==> src/rtl/soam_pkg.sv <==
// Package: constants, register map and state layout for the alarm monitor
package soam_pkg;

  // ****************************************
  // Sizes
  // ****************************************
  localparam int NPORT      = 4;
  localparam int ADDR_W     = 8;

  // ****************************************
  // Register byte offsets (port p at PORT_STRIDE*p)
  // ****************************************
  localparam logic [7:0] PORT_STRIDE          = 8'h20;
  localparam logic [7:0] OFF_ALARM_IN         = 8'h00;
  localparam logic [7:0] OFF_PATH_OVERHEAD    = 8'h04;
  localparam logic [7:0] OFF_PROT_TX          = 8'h08;
  localparam logic [7:0] OFF_PROT_RX          = 8'h0C;
  localparam logic [7:0] OFF_LABEL_RX         = 8'h10;
  localparam logic [7:0] OFF_STATUS           = 8'h14;
  localparam logic [7:0] OFF_EVENT            = 8'h18;

  // ****************************************
  // Field positions of path_overhead_mode_reg
  // ****************************************
  localparam int EXP_LSB        = 0;
  localparam int ZERO_ACC_BIT   = 8;
  localparam int ONE_EXCL_BIT   = 9;
  localparam int MISM_SEL_BIT   = 10;
  localparam int UNEQ_SEL_BIT   = 11;
  localparam int STAB_SEL_BIT   = 12;
  localparam int ENH_RDI_BIT    = 13;

  // ****************************************
  // Reset values and counts
  // ****************************************
  localparam logic [7:0]  EXP_LABEL_RST = 8'h13;
  localparam logic [13:0] POH_MODE_RST  = 14'h1C13;
  localparam logic [7:0]  LABEL_UNEQ    = 8'h00;
  localparam logic [7:0]  LABEL_ONE     = 8'h01;
  localparam logic [3:0]  CNT_SHORT     = 4'h3;
  localparam logic [3:0]  CNT_LONG      = 4'h5;
  localparam logic [3:0]  PROT_PERSIST  = 4'h3;
  localparam logic [3:0]  PSBF_WINDOW   = 4'hC;
  localparam logic [3:0]  UNSTABLE_LIM  = 4'h5;

  // Path RDI codes, enhanced and one-bit (G1 bits 5..7)
  localparam logic [2:0] RDI_NONE    = 3'h1;
  localparam logic [2:0] RDI_SERVER  = 3'h5;
  localparam logic [2:0] RDI_CONNECT = 3'h6;
  localparam logic [2:0] RDI_PAYLOAD = 3'h2;
  localparam logic [2:0] RDI_ONEBIT  = 3'h4;

  // Wishbone slave phases
  typedef enum logic [1:0] {
    SOAM_BUS_IDLE = 2'b01,
    SOAM_BUS_ACK  = 2'b10
  } soam_bus_t;

  // Per-port monitor state
  typedef struct packed {
    logic [13:0] poh_mode;
    logic [15:0] prot_tx;
    logic [15:0] prot_rx;
    logic [15:0] prot_last;
    logic [3:0]  prot_run;
    logic        prot_evt;
    logic [7:0]  k1_last;
    logic [3:0]  k1_run;
    logic [3:0]  k1_win;
    logic        psbf;
    logic [7:0]  c2_last;
    logic [3:0]  c2_run;
    logic [3:0]  c2_chg;
    logic        plu;
    logic [7:0]  label_rx;
    logic [3:0]  uneq_cnt;
    logic        uneq;
    logic [3:0]  plm_cnt;
    logic        plm;
    logic        uneq_evt;
    logic        plm_evt;
  } soam_port_t;

  typedef struct packed {
    soam_bus_t   bus;
    logic [31:0] rdata;
    soam_port_t [NPORT-1:0] port;
  } soam_state_t;

endpackage

==> src/rtl/soam_monitor.sv <==
// Quad-port receive overhead alarm, protection byte and label monitor
//
// Notes on behaviour
// - Loss of signal or frame suppresses and clears line RDI and byte failure.
// - Loss of signal, frame or line AIS suppresses and clears loss of pointer.
// - Any line or pointer or path AIS defect clears path RDI/PLM/UNEQ/TIM/TIU.
// - Send line RDI on loss of signal, loss of frame or line AIS.
// - Send path RDI, one-bit or server code, on LOS/LOF/line AIS/path AIS.
// - Enhanced mode: payload code on PLM, connectivity code on UNEQ or TIM.
// - Transmit line REI from B2 errors and path REI from B3 errors.
// - B1 holds on LOS/OOF; B2 on LOS/LOF/AIS; line REI also on RDI.
// - B3 holds on line or path defects; path REI also on path RDI.
// - Cell counters hold on line, path defects or loss of cell delineation.
// - Packet counters hold on line or path defects.
// - Send K1/K2 from transmit register; neither AIS nor RDI insertion overrides.
// - Flag a new K1/K2 value once it persists three frames, in frame only.
// - Received K1/K2 register updates only after three identical frames.
// - Byte failure if no three equal K1 in 12 frames; cleared by three.
// - Each port's cell available passes, registered, to the upstream device.
// - Count C2 changes; unstable at five; reset after n identical labels.
// - Received label register captures C2 after n identical frames.
// - Unequipped after n zero labels, cleared after n others; inhibited.
// - Expected label 13h; 01h matches unless excluded; 00h match optional.
// - Mismatch after n mismatching labels, cleared after n matches; inhibited.
//
// Chosen here: the Wishbone interface to the registers and the placing of the registers.
`timescale 1ns/1ps
module soam_monitor
  import soam_pkg::*;
#(
  parameter int NP = soam_pkg::NPORT
) (
  // Clock and reset
  input  wire logic                  clk_i,
  input  wire logic                  rst_i,
  // Wishbone slave
  input  wire logic                  wb_cyc_i,
  input  wire logic                  wb_stb_i,
  input  wire logic                  wb_we_i,
  input  wire logic [soam_pkg::ADDR_W-1:0] wb_adr_i,
  input  wire logic [3:0]            wb_sel_i,
  input  wire logic [31:0]           wb_dat_i,
  output logic      [31:0]           wb_dat_o,
  output logic                       wb_ack_o,
  // Receive defect flags, per port
  input  wire logic [NP-1:0]         los_i,
  input  wire logic [NP-1:0]         oof_i,
  input  wire logic [NP-1:0]         lof_i,
  input  wire logic [NP-1:0]         line_ais_i,
  input  wire logic [NP-1:0]         line_rdi_raw_i,
  input  wire logic [NP-1:0]         lop_raw_i,
  input  wire logic [NP-1:0]         path_ais_i,
  input  wire logic [NP-1:0]         path_rdi_raw_i,
  input  wire logic [NP-1:0]         path_tim_raw_i,
  input  wire logic [NP-1:0]         path_tiu_raw_i,
  input  wire logic [NP-1:0]         lcd_i,
  input  wire logic [NP-1:0]         b2_err_i,
  input  wire logic [NP-1:0]         b3_err_i,
  input  wire logic [NP-1:0]         cell_avail_i,
  // Received overhead bytes, one strobe per frame
  input  wire logic [NP-1:0]         frame_i,
  input  wire logic [NP*8-1:0]       k1_i,
  input  wire logic [NP*8-1:0]       k2_i,
  input  wire logic [NP*8-1:0]       c2_i,
  // Gated defects
  output logic      [NP-1:0]         line_rdi_o,
  output logic      [NP-1:0]         lop_o,
  output logic      [NP-1:0]         path_rdi_o,
  output logic      [NP-1:0]         path_tim_o,
  output logic      [NP-1:0]         path_tiu_o,
  output logic      [NP-1:0]         psbf_o,
  output logic      [NP-1:0]         uneq_o,
  output logic      [NP-1:0]         plm_o,
  output logic      [NP-1:0]         plu_o,
  // Counter holds
  output logic      [NP-1:0]         hold_b1_o,
  output logic      [NP-1:0]         hold_b2_o,
  output logic      [NP-1:0]         hold_line_rei_o,
  output logic      [NP-1:0]         hold_b3_o,
  output logic      [NP-1:0]         hold_path_rei_o,
  output logic      [NP-1:0]         hold_cell_o,
  output logic      [NP-1:0]         hold_pkt_o,
  // Transmit overhead
  output logic      [NP-1:0]         tx_line_rdi_o,
  output logic      [NP*3-1:0]       tx_path_rdi_o,
  output logic      [NP-1:0]         tx_line_rei_o,
  output logic      [NP-1:0]         tx_path_rei_o,
  output logic      [NP*8-1:0]       tx_k1_o,
  output logic      [NP*8-1:0]       tx_k2_o,
  // Cell available seen by the upstream device
  output logic      [NP-1:0]         cell_avail_o
);
  // ****************************************
  // State
  // ****************************************
  soam_state_t st_ff;
  soam_state_t nxt_st;
  logic [NP-1:0] alarm_ff;
  // Decode port and register from a byte address
  function automatic logic [2:0] soam_reg(input logic [ADDR_W-1:0] a);
    soam_reg = a[4:2];
  endfunction
  function automatic logic [1:0] soam_port(input logic [ADDR_W-1:0] a);
    soam_port = a[6:5];
  endfunction
  // Counter of n identical/condition frames, saturating at the limit
  function automatic logic [3:0] soam_run(input logic [3:0] c,
                                          input logic       same,
                                          input logic [3:0] lim);
    if (!same)
      soam_run = 4'h1;
    else if (c < lim)
      soam_run = c + 4'h1;
    else
      soam_run = lim;
  endfunction
  logic bus_req;
  assign bus_req = wb_cyc_i && wb_stb_i && (st_ff.bus == SOAM_BUS_IDLE);
  // ****************************************
  // Next state
  // ****************************************
  always_comb begin
    logic [1:0]  sp;
    logic [2:0]  sr;
    logic [15:0] kk;
    logic [7:0]  c2;
    logic [3:0]  n;
    logic        in_frame;
    logic        path_inh;
    logic        match;
    nxt_st = st_ff;
    sp = soam_port(wb_adr_i);
    sr = soam_reg(wb_adr_i);
    kk = 16'h0000;
    c2 = 8'h00;
    n = CNT_LONG;
    in_frame = 1'b0;
    path_inh = 1'b0;
    match = 1'b0;
    nxt_st.rdata = 32'h0000_0000;
    nxt_st.bus = (bus_req) ? SOAM_BUS_ACK : SOAM_BUS_IDLE;
    for (int p = 0; p < NP; p++) begin
      kk = {k1_i[p*8 +: 8], k2_i[p*8 +: 8]};
      c2 = c2_i[p*8 +: 8];
      in_frame = !(los_i[p] || lof_i[p] || oof_i[p]);
      path_inh = los_i[p] || lof_i[p] || line_ais_i[p] ||
                 lop_raw_i[p] || path_ais_i[p];
      nxt_st.port[p].prot_evt = 1'b0;
      nxt_st.port[p].uneq_evt = 1'b0;
      nxt_st.port[p].plm_evt = 1'b0;
      if (frame_i[p]) begin
        if (in_frame) begin
          nxt_st.port[p].prot_last = kk;
          nxt_st.port[p].prot_run =
            soam_run(st_ff.port[p].prot_run,
                     kk == st_ff.port[p].prot_last, PROT_PERSIST);
          if (nxt_st.port[p].prot_run == PROT_PERSIST &&
              st_ff.port[p].prot_rx != kk) begin
            nxt_st.port[p].prot_rx = kk;
            nxt_st.port[p].prot_evt = 1'b1;
          end
        end
        nxt_st.port[p].k1_last = kk[15:8];
        nxt_st.port[p].k1_run = soam_run(st_ff.port[p].k1_run,
                        kk[15:8] == st_ff.port[p].k1_last, PROT_PERSIST);
        if (nxt_st.port[p].k1_run == PROT_PERSIST)
          nxt_st.port[p].k1_win = 4'h0;
        else if (st_ff.port[p].k1_win < PSBF_WINDOW)
          nxt_st.port[p].k1_win = st_ff.port[p].k1_win + 4'h1;
        if (!line_ais_i[p]) begin
          if (nxt_st.port[p].k1_run == PROT_PERSIST)
            nxt_st.port[p].psbf = 1'b0;
          else if (nxt_st.port[p].k1_win >= PSBF_WINDOW)
            nxt_st.port[p].psbf = 1'b1;
        end
        n = st_ff.port[p].poh_mode[STAB_SEL_BIT] ? CNT_LONG : CNT_SHORT;
        nxt_st.port[p].c2_last = c2;
        nxt_st.port[p].c2_run = soam_run(st_ff.port[p].c2_run,
                                c2 == st_ff.port[p].c2_last, n);
        if (c2 != st_ff.port[p].c2_last) begin
          if (st_ff.port[p].c2_chg < UNSTABLE_LIM)
            nxt_st.port[p].c2_chg = st_ff.port[p].c2_chg + 4'h1;
          if (nxt_st.port[p].c2_chg == UNSTABLE_LIM)
            nxt_st.port[p].plu = 1'b1;
        end else if (nxt_st.port[p].c2_run == n) begin
          nxt_st.port[p].c2_chg = 4'h0;
          nxt_st.port[p].plu = 1'b0;
          nxt_st.port[p].label_rx = c2;
        end
        n = st_ff.port[p].poh_mode[UNEQ_SEL_BIT] ? CNT_LONG : CNT_SHORT;
        if ((c2 == LABEL_UNEQ) != st_ff.port[p].uneq)
          nxt_st.port[p].uneq_cnt = st_ff.port[p].uneq_cnt + 4'h1;
        else
          nxt_st.port[p].uneq_cnt = 4'h0;
        if (nxt_st.port[p].uneq_cnt >= n) begin
          nxt_st.port[p].uneq = !st_ff.port[p].uneq;
          nxt_st.port[p].uneq_evt = !st_ff.port[p].uneq;
          nxt_st.port[p].uneq_cnt = 4'h0;
        end
        if (c2 == st_ff.port[p].poh_mode[EXP_LSB +: 8])
          match = 1'b1;
        else if (c2 == LABEL_ONE)
          match = !st_ff.port[p].poh_mode[ONE_EXCL_BIT];
        else if (c2 == LABEL_UNEQ)
          match = st_ff.port[p].poh_mode[ZERO_ACC_BIT];
        else
          match = 1'b0;
        n = st_ff.port[p].poh_mode[MISM_SEL_BIT] ? CNT_LONG : CNT_SHORT;
        if (match == st_ff.port[p].plm)
          nxt_st.port[p].plm_cnt = st_ff.port[p].plm_cnt + 4'h1;
        else
          nxt_st.port[p].plm_cnt = 4'h0;
        if (nxt_st.port[p].plm_cnt >= n) begin
          nxt_st.port[p].plm = !st_ff.port[p].plm;
          nxt_st.port[p].plm_evt = !st_ff.port[p].plm;
          nxt_st.port[p].plm_cnt = 4'h0;
        end
      end
      if (los_i[p] || lof_i[p]) begin
        nxt_st.port[p].psbf = 1'b0;
        nxt_st.port[p].k1_win = 4'h0;
      end
      if (path_inh) begin
        nxt_st.port[p].uneq = 1'b0;
        nxt_st.port[p].uneq_cnt = 4'h0;
        nxt_st.port[p].uneq_evt = 1'b0;
        nxt_st.port[p].plm = 1'b0;
        nxt_st.port[p].plm_cnt = 4'h0;
        nxt_st.port[p].plm_evt = 1'b0;
      end
    end
    // Register write; event bit 2 is sticky, write one to clear
    if (bus_req && wb_we_i && !wb_adr_i[7]) begin
      unique case ({3'h0, sr, 2'b00})
        OFF_PATH_OVERHEAD: begin
          if (wb_sel_i[0])
            nxt_st.port[sp].poh_mode[7:0] = wb_dat_i[7:0];
          if (wb_sel_i[1])
            nxt_st.port[sp].poh_mode[13:8] = wb_dat_i[13:8];
        end
        OFF_PROT_TX: begin
          if (wb_sel_i[0])
            nxt_st.port[sp].prot_tx[7:0] = wb_dat_i[7:0];
          if (wb_sel_i[1])
            nxt_st.port[sp].prot_tx[15:8] = wb_dat_i[15:8];
        end
        default: ;
      endcase
    end
    // Register read
    if (bus_req && !wb_we_i && !wb_adr_i[7]) begin
      unique case ({3'h0, sr, 2'b00})
        OFF_ALARM_IN:
          nxt_st.rdata = {25'h0, lcd_i[sp], path_ais_i[sp], lop_raw_i[sp],
                          line_ais_i[sp], lof_i[sp], oof_i[sp], los_i[sp]};
        OFF_PATH_OVERHEAD:
          nxt_st.rdata = {18'h0, st_ff.port[sp].poh_mode};
        OFF_PROT_TX:
          nxt_st.rdata = {16'h0, st_ff.port[sp].prot_tx};
        OFF_PROT_RX:
          nxt_st.rdata = {16'h0, st_ff.port[sp].prot_rx};
        OFF_LABEL_RX:
          nxt_st.rdata = {24'h0, st_ff.port[sp].label_rx};
        OFF_STATUS:
          nxt_st.rdata = {28'h0, st_ff.port[sp].plu, st_ff.port[sp].plm,
                          st_ff.port[sp].uneq, st_ff.port[sp].psbf};
        OFF_EVENT:
          nxt_st.rdata = {29'h0, alarm_ff[sp], st_ff.port[sp].plm,
                          st_ff.port[sp].uneq};
        default: nxt_st.rdata = 32'h0000_0000;
      endcase
    end
  end
  always_ff @(posedge clk_i) begin
    if (rst_i) begin
      st_ff.bus <= SOAM_BUS_IDLE;
      st_ff.rdata <= 32'h0000_0000;
      for (int p = 0; p < NP; p++) begin
        st_ff.port[p] <= '0;
        st_ff.port[p].poh_mode <= POH_MODE_RST;
      end
    end else begin
      st_ff <= nxt_st;
    end
  end
  // ****************************************
  // Per-port outputs
  // ****************************************
  // replicated per port
  for (genvar g = 0; g < NP; g++) begin : g_port
    logic lline;
    logic lpath;
    logic path_inh;
    logic line_rdi_g;
    logic path_rdi_g;
    logic enh;
    logic [2:0] rdi_code;
    assign lline = los_i[g] || lof_i[g] || line_ais_i[g];
    assign lpath = lline || lop_raw_i[g] || path_ais_i[g];
    assign path_inh = lpath;
    assign enh = st_ff.port[g].poh_mode[ENH_RDI_BIT];
    assign line_rdi_g = line_rdi_raw_i[g] && !(los_i[g] || lof_i[g]);
    assign path_rdi_g = path_rdi_raw_i[g] && !path_inh;
    always_comb begin
      if (lline || path_ais_i[g])
        rdi_code = enh ? RDI_SERVER : RDI_ONEBIT;
      else if (enh && st_ff.port[g].plm)
        rdi_code = RDI_PAYLOAD;
      else if (enh && (st_ff.port[g].uneq ||
               (path_tim_raw_i[g] && !path_inh)))
        rdi_code = RDI_CONNECT;
      else
        rdi_code = enh ? RDI_NONE : 3'h0;
    end
    always_ff @(posedge clk_i) begin
      if (rst_i) begin
        line_rdi_o[g] <= 1'b0;
        lop_o[g] <= 1'b0;
        path_rdi_o[g] <= 1'b0;
        path_tim_o[g] <= 1'b0;
        path_tiu_o[g] <= 1'b0;
        hold_b1_o[g] <= 1'b0;
        hold_b2_o[g] <= 1'b0;
        hold_line_rei_o[g] <= 1'b0;
        hold_b3_o[g] <= 1'b0;
        hold_path_rei_o[g] <= 1'b0;
        hold_cell_o[g] <= 1'b0;
        hold_pkt_o[g] <= 1'b0;
        tx_line_rdi_o[g] <= 1'b0;
        tx_path_rdi_o[g*3 +: 3] <= 3'h0;
        tx_line_rei_o[g] <= 1'b0;
        tx_path_rei_o[g] <= 1'b0;
        tx_k1_o[g*8 +: 8] <= 8'h00;
        tx_k2_o[g*8 +: 8] <= 8'h00;
        cell_avail_o[g] <= 1'b0;
        alarm_ff[g] <= 1'b0;
      end else begin
        line_rdi_o[g] <= line_rdi_g;
        lop_o[g] <= lop_raw_i[g] && !lline;
        path_rdi_o[g] <= path_rdi_g;
        path_tim_o[g] <= path_tim_raw_i[g] && !path_inh;
        path_tiu_o[g] <= path_tiu_raw_i[g] && !path_inh;
        hold_b1_o[g] <= los_i[g] || oof_i[g];
        hold_b2_o[g] <= lline;
        hold_line_rei_o[g] <= lline || line_rdi_g;
        hold_b3_o[g] <= lpath;
        hold_path_rei_o[g] <= lpath || path_rdi_g;
        hold_cell_o[g] <= lpath || lcd_i[g];
        hold_pkt_o[g] <= lpath;
        tx_line_rdi_o[g] <= lline;
        tx_path_rdi_o[g*3 +: 3] <= rdi_code;
        tx_line_rei_o[g] <= b2_err_i[g];
        tx_path_rei_o[g] <= b3_err_i[g];
        tx_k1_o[g*8 +: 8] <= st_ff.port[g].prot_tx[15:8];
        tx_k2_o[g*8 +: 8] <= st_ff.port[g].prot_tx[7:0];
        cell_avail_o[g] <= cell_avail_i[g];
        // Sticky event: set wins over a clear in the same cycle
        if (st_ff.port[g].prot_evt || st_ff.port[g].uneq_evt ||
            st_ff.port[g].plm_evt)
          alarm_ff[g] <= 1'b1;
        else if (bus_req && wb_we_i && !wb_adr_i[7] &&
                 soam_port(wb_adr_i) == 2'(g) &&
                 {3'h0, soam_reg(wb_adr_i), 2'b00} == OFF_EVENT &&
                 wb_sel_i[0] && wb_dat_i[2])
          alarm_ff[g] <= 1'b0;
      end
    end
    assign psbf_o[g] = st_ff.port[g].psbf;
    assign uneq_o[g] = st_ff.port[g].uneq;
    assign plm_o[g] = st_ff.port[g].plm;
    assign plu_o[g] = st_ff.port[g].plu;
  end
  assign wb_ack_o = st_ff.bus[1];
  assign wb_dat_o = st_ff.rdata;
endmodule

==> config.mk <==
export PLATFORM = sky130hd
export DESIGN_NAME = soam_monitor
export DESIGN_NICKNAME = d
export VERILOG_FILES = /design/src/rtl/soam_pkg.sv /design/src/rtl/soam_monitor.sv
export SDC_FILE = /design/constraint.sdc
export NUM_CORES = 1
export LEC_CHECK = 0
export BUFFER_PORTS_ARGS = -buffer_cell sky130_fd_sc_hd__buf_4
export CAP_MARGIN = 20
export CORE_MARGIN = 8
export CORE_UTILIZATION = 50
export CTS_CLUSTER_DIAMETER = 120
export CTS_CLUSTER_SIZE = 14
export DETAILED_ROUTE_END_ITERATION = 10
export GPL_ROUTABILITY_DRIVEN = 1
export PLACE_DENSITY = 0.8
export SYNTH_ARGS = -nofsm -noshare
export SYNTH_HDL_FRONTEND = slang
export SYNTH_SLANG_ARGS = --single-unit
export TNS_END_PERCENT = 1
==> constraint.sdc <==
create_clock -name clk_i -period 4 [get_ports clk_i]
set_input_delay 0.2 -clock clk_i [delete_from_list [all_inputs] [get_ports clk_i]]
set_output_delay 0.2 -clock clk_i [all_outputs]
set_load 0.1 [all_outputs]
==> qor.csv <==
metric,value,unit
Yosys top cell by area,sky130_fd_sc_hd__dfxtp_1,
clock root buffer master,sky130_fd_sc_hd__clkbuf_16,
cell repeated most along the worst path,sky130_fd_sc_hd__a21oi_1,
post-CTS sizing,0,
ratio of final minimum period to clock period,89.2,%
outcome,"complete, no violations",
Clock power frac,36.1,%
type of the worst setup path,in -> reg,
starting density of the core,50.6,%
max-cap violations,0,
First-pass DRT Iterations,6,
setup repair after global routing missed its margin,false,
detailed router's first-iteration violation count,2724,
Final setup viols,0,
Pwr Density,361,nW/um2
Logic pwr share,12.3,%
largest fanout of any net on the critical path,5,
Core Box Area,57700,um2
die height,258,um
count of hold-fix buffers inserted at cts,169,
class of the worst hold path,in -> reg,
"Avg Cell Area, Syn",9.19,um2
global route total overflow,0,
cell at the slowest stage of the critical path,sky130_fd_sc_hd__dlygate4sd3_1,
post-synth top area share,43.7,%
Num Clock Sinks,638,
Achievable Freq,280,MHz
average via count per standard cell,5.82,
most numerous cell types in the synthesized netlist,"sky130_fd_sc_hd__dfxtp_1 (638), sky130_fd_sc_hd__nand2_1 (324), sky130_fd_sc_hd__nor2_1 (276), sky130_fd_sc_hd__a21oi_1 (268), sky130_fd_sc_hd__mux2i_1 (161)",
Boundary Pins,394,
relative contribution of sequential cells to total power,51.6,%
Syn. warnings,0,
via count of the first global-routing pass,23400,
internal power component,9.34,mW
Post-Synthesis Cell Area,29200,um2
synthesized flop and latch total,638,
routed wire length,91900,um
wire length per cell after detailed routing,21.3,um
flop-to-flop setup slack,930,ps
setup total negative slack,0,ps
number of placement rows,88,
distinct cell type count of the synthesized netlist,76,
fraction of layout instances using a drive strength above 1,15.7,%
switching power share of the total,26.0,%
H-tree Lvls,2,
r2r worst-path depth,12,
Hold Crit Start,rst_i,
Post-layout nets,3814,
Num CTS Buffers,51,
first-pass GRT wire length,140000,um
Post-Place Cells,4086,
number of max-slew violations in the final report,0,
normalized max-slew margin,28.8,%
sequential share of the synthesized area,43.7,%
fill cell instance count of the final layout,4784,
reported leakage power,14.4,nW
"Cell Count, Final, Fillers Out",4314,
Max VDD drop,0.000335,V
input/output buffers,357,
die area,66400,um2
Post-Syn Instances,3179,
clock tree from TritonCTS,yes,
dominant cell by count in the synthesized netlist,sky130_fd_sc_hd__dfxtp_1,
area growth from synthesis to final layout,19.6,%
FF-to-FF Start,st_ff[231],
clock transition at the registers of the reported paths,70,ps
top cell family by delay on the critical path,compound AO/OA/AOI/OAI gates,
signal arrival time at the worst endpoint,4090,ps
"Setup Fix Bufs, Post-CTS",0,
global-route total usage across every layer,26.4,%
slew at the pin with the worst max-slew slack,1060,ps
fraction of registers with async set or reset after synthesis,0,%
clock insertion delay at the later pin of the skew report,610,ps
cells along the critical path,dlygate4sd3_1 -> buf_4 -> or4_1 -> a2111oi_0 -> a21oi_1 -> xnor2_1 -> o21ba_2 -> ha_1 -> and3b_1 -> o31ai_1 -> nand4_1 -> mux2i_1 -> o21ai_0 -> a21oi_1,
placed wire-length estimate after detailed placement,66000,um
weighted congestion at the end of routability-driven global placement,0.972,
critical path startpoint category,input port,
number of failing hold endpoints at the final stage,0,
Remaining DRCs,0,
clock tree skew after final layout,20.6,ps
Routed Antenna Nets,0,
largest net degree at the start of global routing,168,
kind of end point of the critical path,flop,
required time at the worst-slack endpoint,4520,ps
number of instances on the worst hold path,2,
worst flop-to-flop path endpoint,st_ff[126],
post-layout total power,12.6,mW
via count,25100,
peak per-stage delay on the critical path,590,ps
switching power total,3.29,mW
WP buf/inv,2,
clock period minus worst slack,3570,ps
Max Buffers Root-to-Sink,3,
number of flops mapped to enable cells by yosys,0,
most frequently used flop master after synthesis,sky130_fd_sc_hd__dfxtp_1,
end point of the worst hold path,st_ff[193],
x dimension of the die,258,um
dominant cells by area after synthesis,"sky130_fd_sc_hd__dfxtp_1 (44%), sky130_fd_sc_hd__mux2i_1 (5.5%), sky130_fd_sc_hd__mux4_2 (5.3%), sky130_fd_sc_hd__a21oi_1 (4.6%), sky130_fd_sc_hd__xor2_1 (4.5%)",
number of antenna violations at the first check in global routing,5,
[worst register-to-register path, cell delays in order, from the launching register on]
cell and delay, ps:
sky130_fd_sc_hd__dfxtp_1 490, sky130_fd_sc_hd__xor2_1 110, sky130_fd_sc_hd__nor4_1 260, sky130_fd_sc_hd__a21oi_1 170
sky130_fd_sc_hd__xnor2_1 260, sky130_fd_sc_hd__o21ba_2 200, sky130_fd_sc_hd__ha_1 280, sky130_fd_sc_hd__and3b_1 180
sky130_fd_sc_hd__o31ai_1 340, sky130_fd_sc_hd__nand4_1 130, sky130_fd_sc_hd__mux2i_1 280, sky130_fd_sc_hd__o21ai_0 130
sky130_fd_sc_hd__a21oi_1 160
[kinds of logic after synthesis]
group                      count (synthesis)  share of synthesized area, %
buffers and inverters                    329                          5.22
and+or+nand+nor                         1146                          19.3
AOI/OAI and AO/OA                        509                          10.2
DFF                                      638                          43.7
muxes                                    242                          11.3
xor gates and xnor gates                 250                          7.52
adders and majority gates                 64                          2.74
other                                      1                        0.0128
[cell usage in the layout (no fill, tap or decap), types with 20 or more instances in the layout]
| cell | count |
|---|---|
| sky130_fd_sc_hd__buf_4 | 387 |
| sky130_fd_sc_hd__nor2b_1 | 112 |
| sky130_fd_sc_hd__a21oi_1 | 268 |
| sky130_fd_sc_hd__mux4_2 | 69 |
| sky130_fd_sc_hd__mux2i_1 | 161 |
| sky130_fd_sc_hd__xnor2_1 | 100 |
| sky130_fd_sc_hd__xor2_1 | 149 |
| sky130_fd_sc_hd__nor4_1 | 41 |
| sky130_fd_sc_hd__nor3_1 | 46 |
| sky130_fd_sc_hd__inv_1 | 61 |
| sky130_fd_sc_hd__a211oi_1 | 20 |
| sky130_fd_sc_hd__dlygate4sd3_1 | 169 |
| sky130_fd_sc_hd__nand3_1 | 133 |
| sky130_fd_sc_hd__nand2_1 | 324 |
| sky130_fd_sc_hd__nand4_1 | 50 |
| sky130_fd_sc_hd__nor2_1 | 276 |
| sky130_fd_sc_hd__and3_1 | 39 |
| sky130_fd_sc_hd__ha_1 | 64 |
| sky130_fd_sc_hd__dfxtp_1 | 638 |
| sky130_fd_sc_hd__o21ai_0 | 112 |
| sky130_fd_sc_hd__clkbuf_16 | 53 |
| sky130_fd_sc_hd__and2_1 | 25 |
[metrics by stage]
step	hold slack [ps]	instance area [um2]	setup WS, ps	util, %
after global placement	402	31900	609	55.3
after global routing	24.8	35000	187	60.6
after detailed placement	410	31900	511	55.3
final	18.8	35000	434	60.6
after CTS	5.02	34900	501	60.6
after floorplan	316	29300	996	-
[power groups by stage]
stage | registers (mW) | clock network, mW | logic (mW)
2_1_floorplan | 6.85 | 0 | 0.764
3_3_place_gp | 6.66 | 0 | 1.37
3_5_place_dp | 6.66 | 0 | 1.39
4_1_cts | 6.52 | 4.62 | 1.53
5_1_grt | 6.53 | 4.86 | 1.64
6_report | 6.52 | 4.56 | 1.55
[worst max-delay path by stage]
stage | from | slack (ps) | to | cells past startpoint
finish | c2_i[11] | 430 | st_ff[126] | 14
global route | c2_i[11] | 190 | st_ff[126] | 14
CTS | c2_i[11] | 500 | st_ff[126] | 14
detailed placement | c2_i[11] | 510 | plm_o[1] | 12
global placement | c2_i[11] | 610 | st_ff[126] | 13
floorplan | c2_i[11] | 1000 | plm_o[1] | 11
[metal layers]
metal / global-route usage (%) / up-vias / wire (um)
li1: - / 11600 / -
met1: 35.7 / 12100 / 37600
met2: 40.9 / 1188 / 41200
met3: 6.35 / 185 / 9590
met4: 9.55 / 0 / 3490
met5: 0 / - / 0
[area by class of cell]
cell class | instances | area [um2] | area share (%)
flip-flops and latches | 638 | 12800 | 36.5
repair buffers | 561 | 4660 | 13.3
inverters | 66 | 248 | 0.709
clock inverters | 1 | 8.76 | 0.0251
clock buffers | 53 | 1330 | 3.79
well taps | 765 | 957 | 2.74
diodes | 3 | 7.51 | 0.0215
multi-input cells | 2227 | 15000 | 42.8
Power figures use the tool's default switching activity.
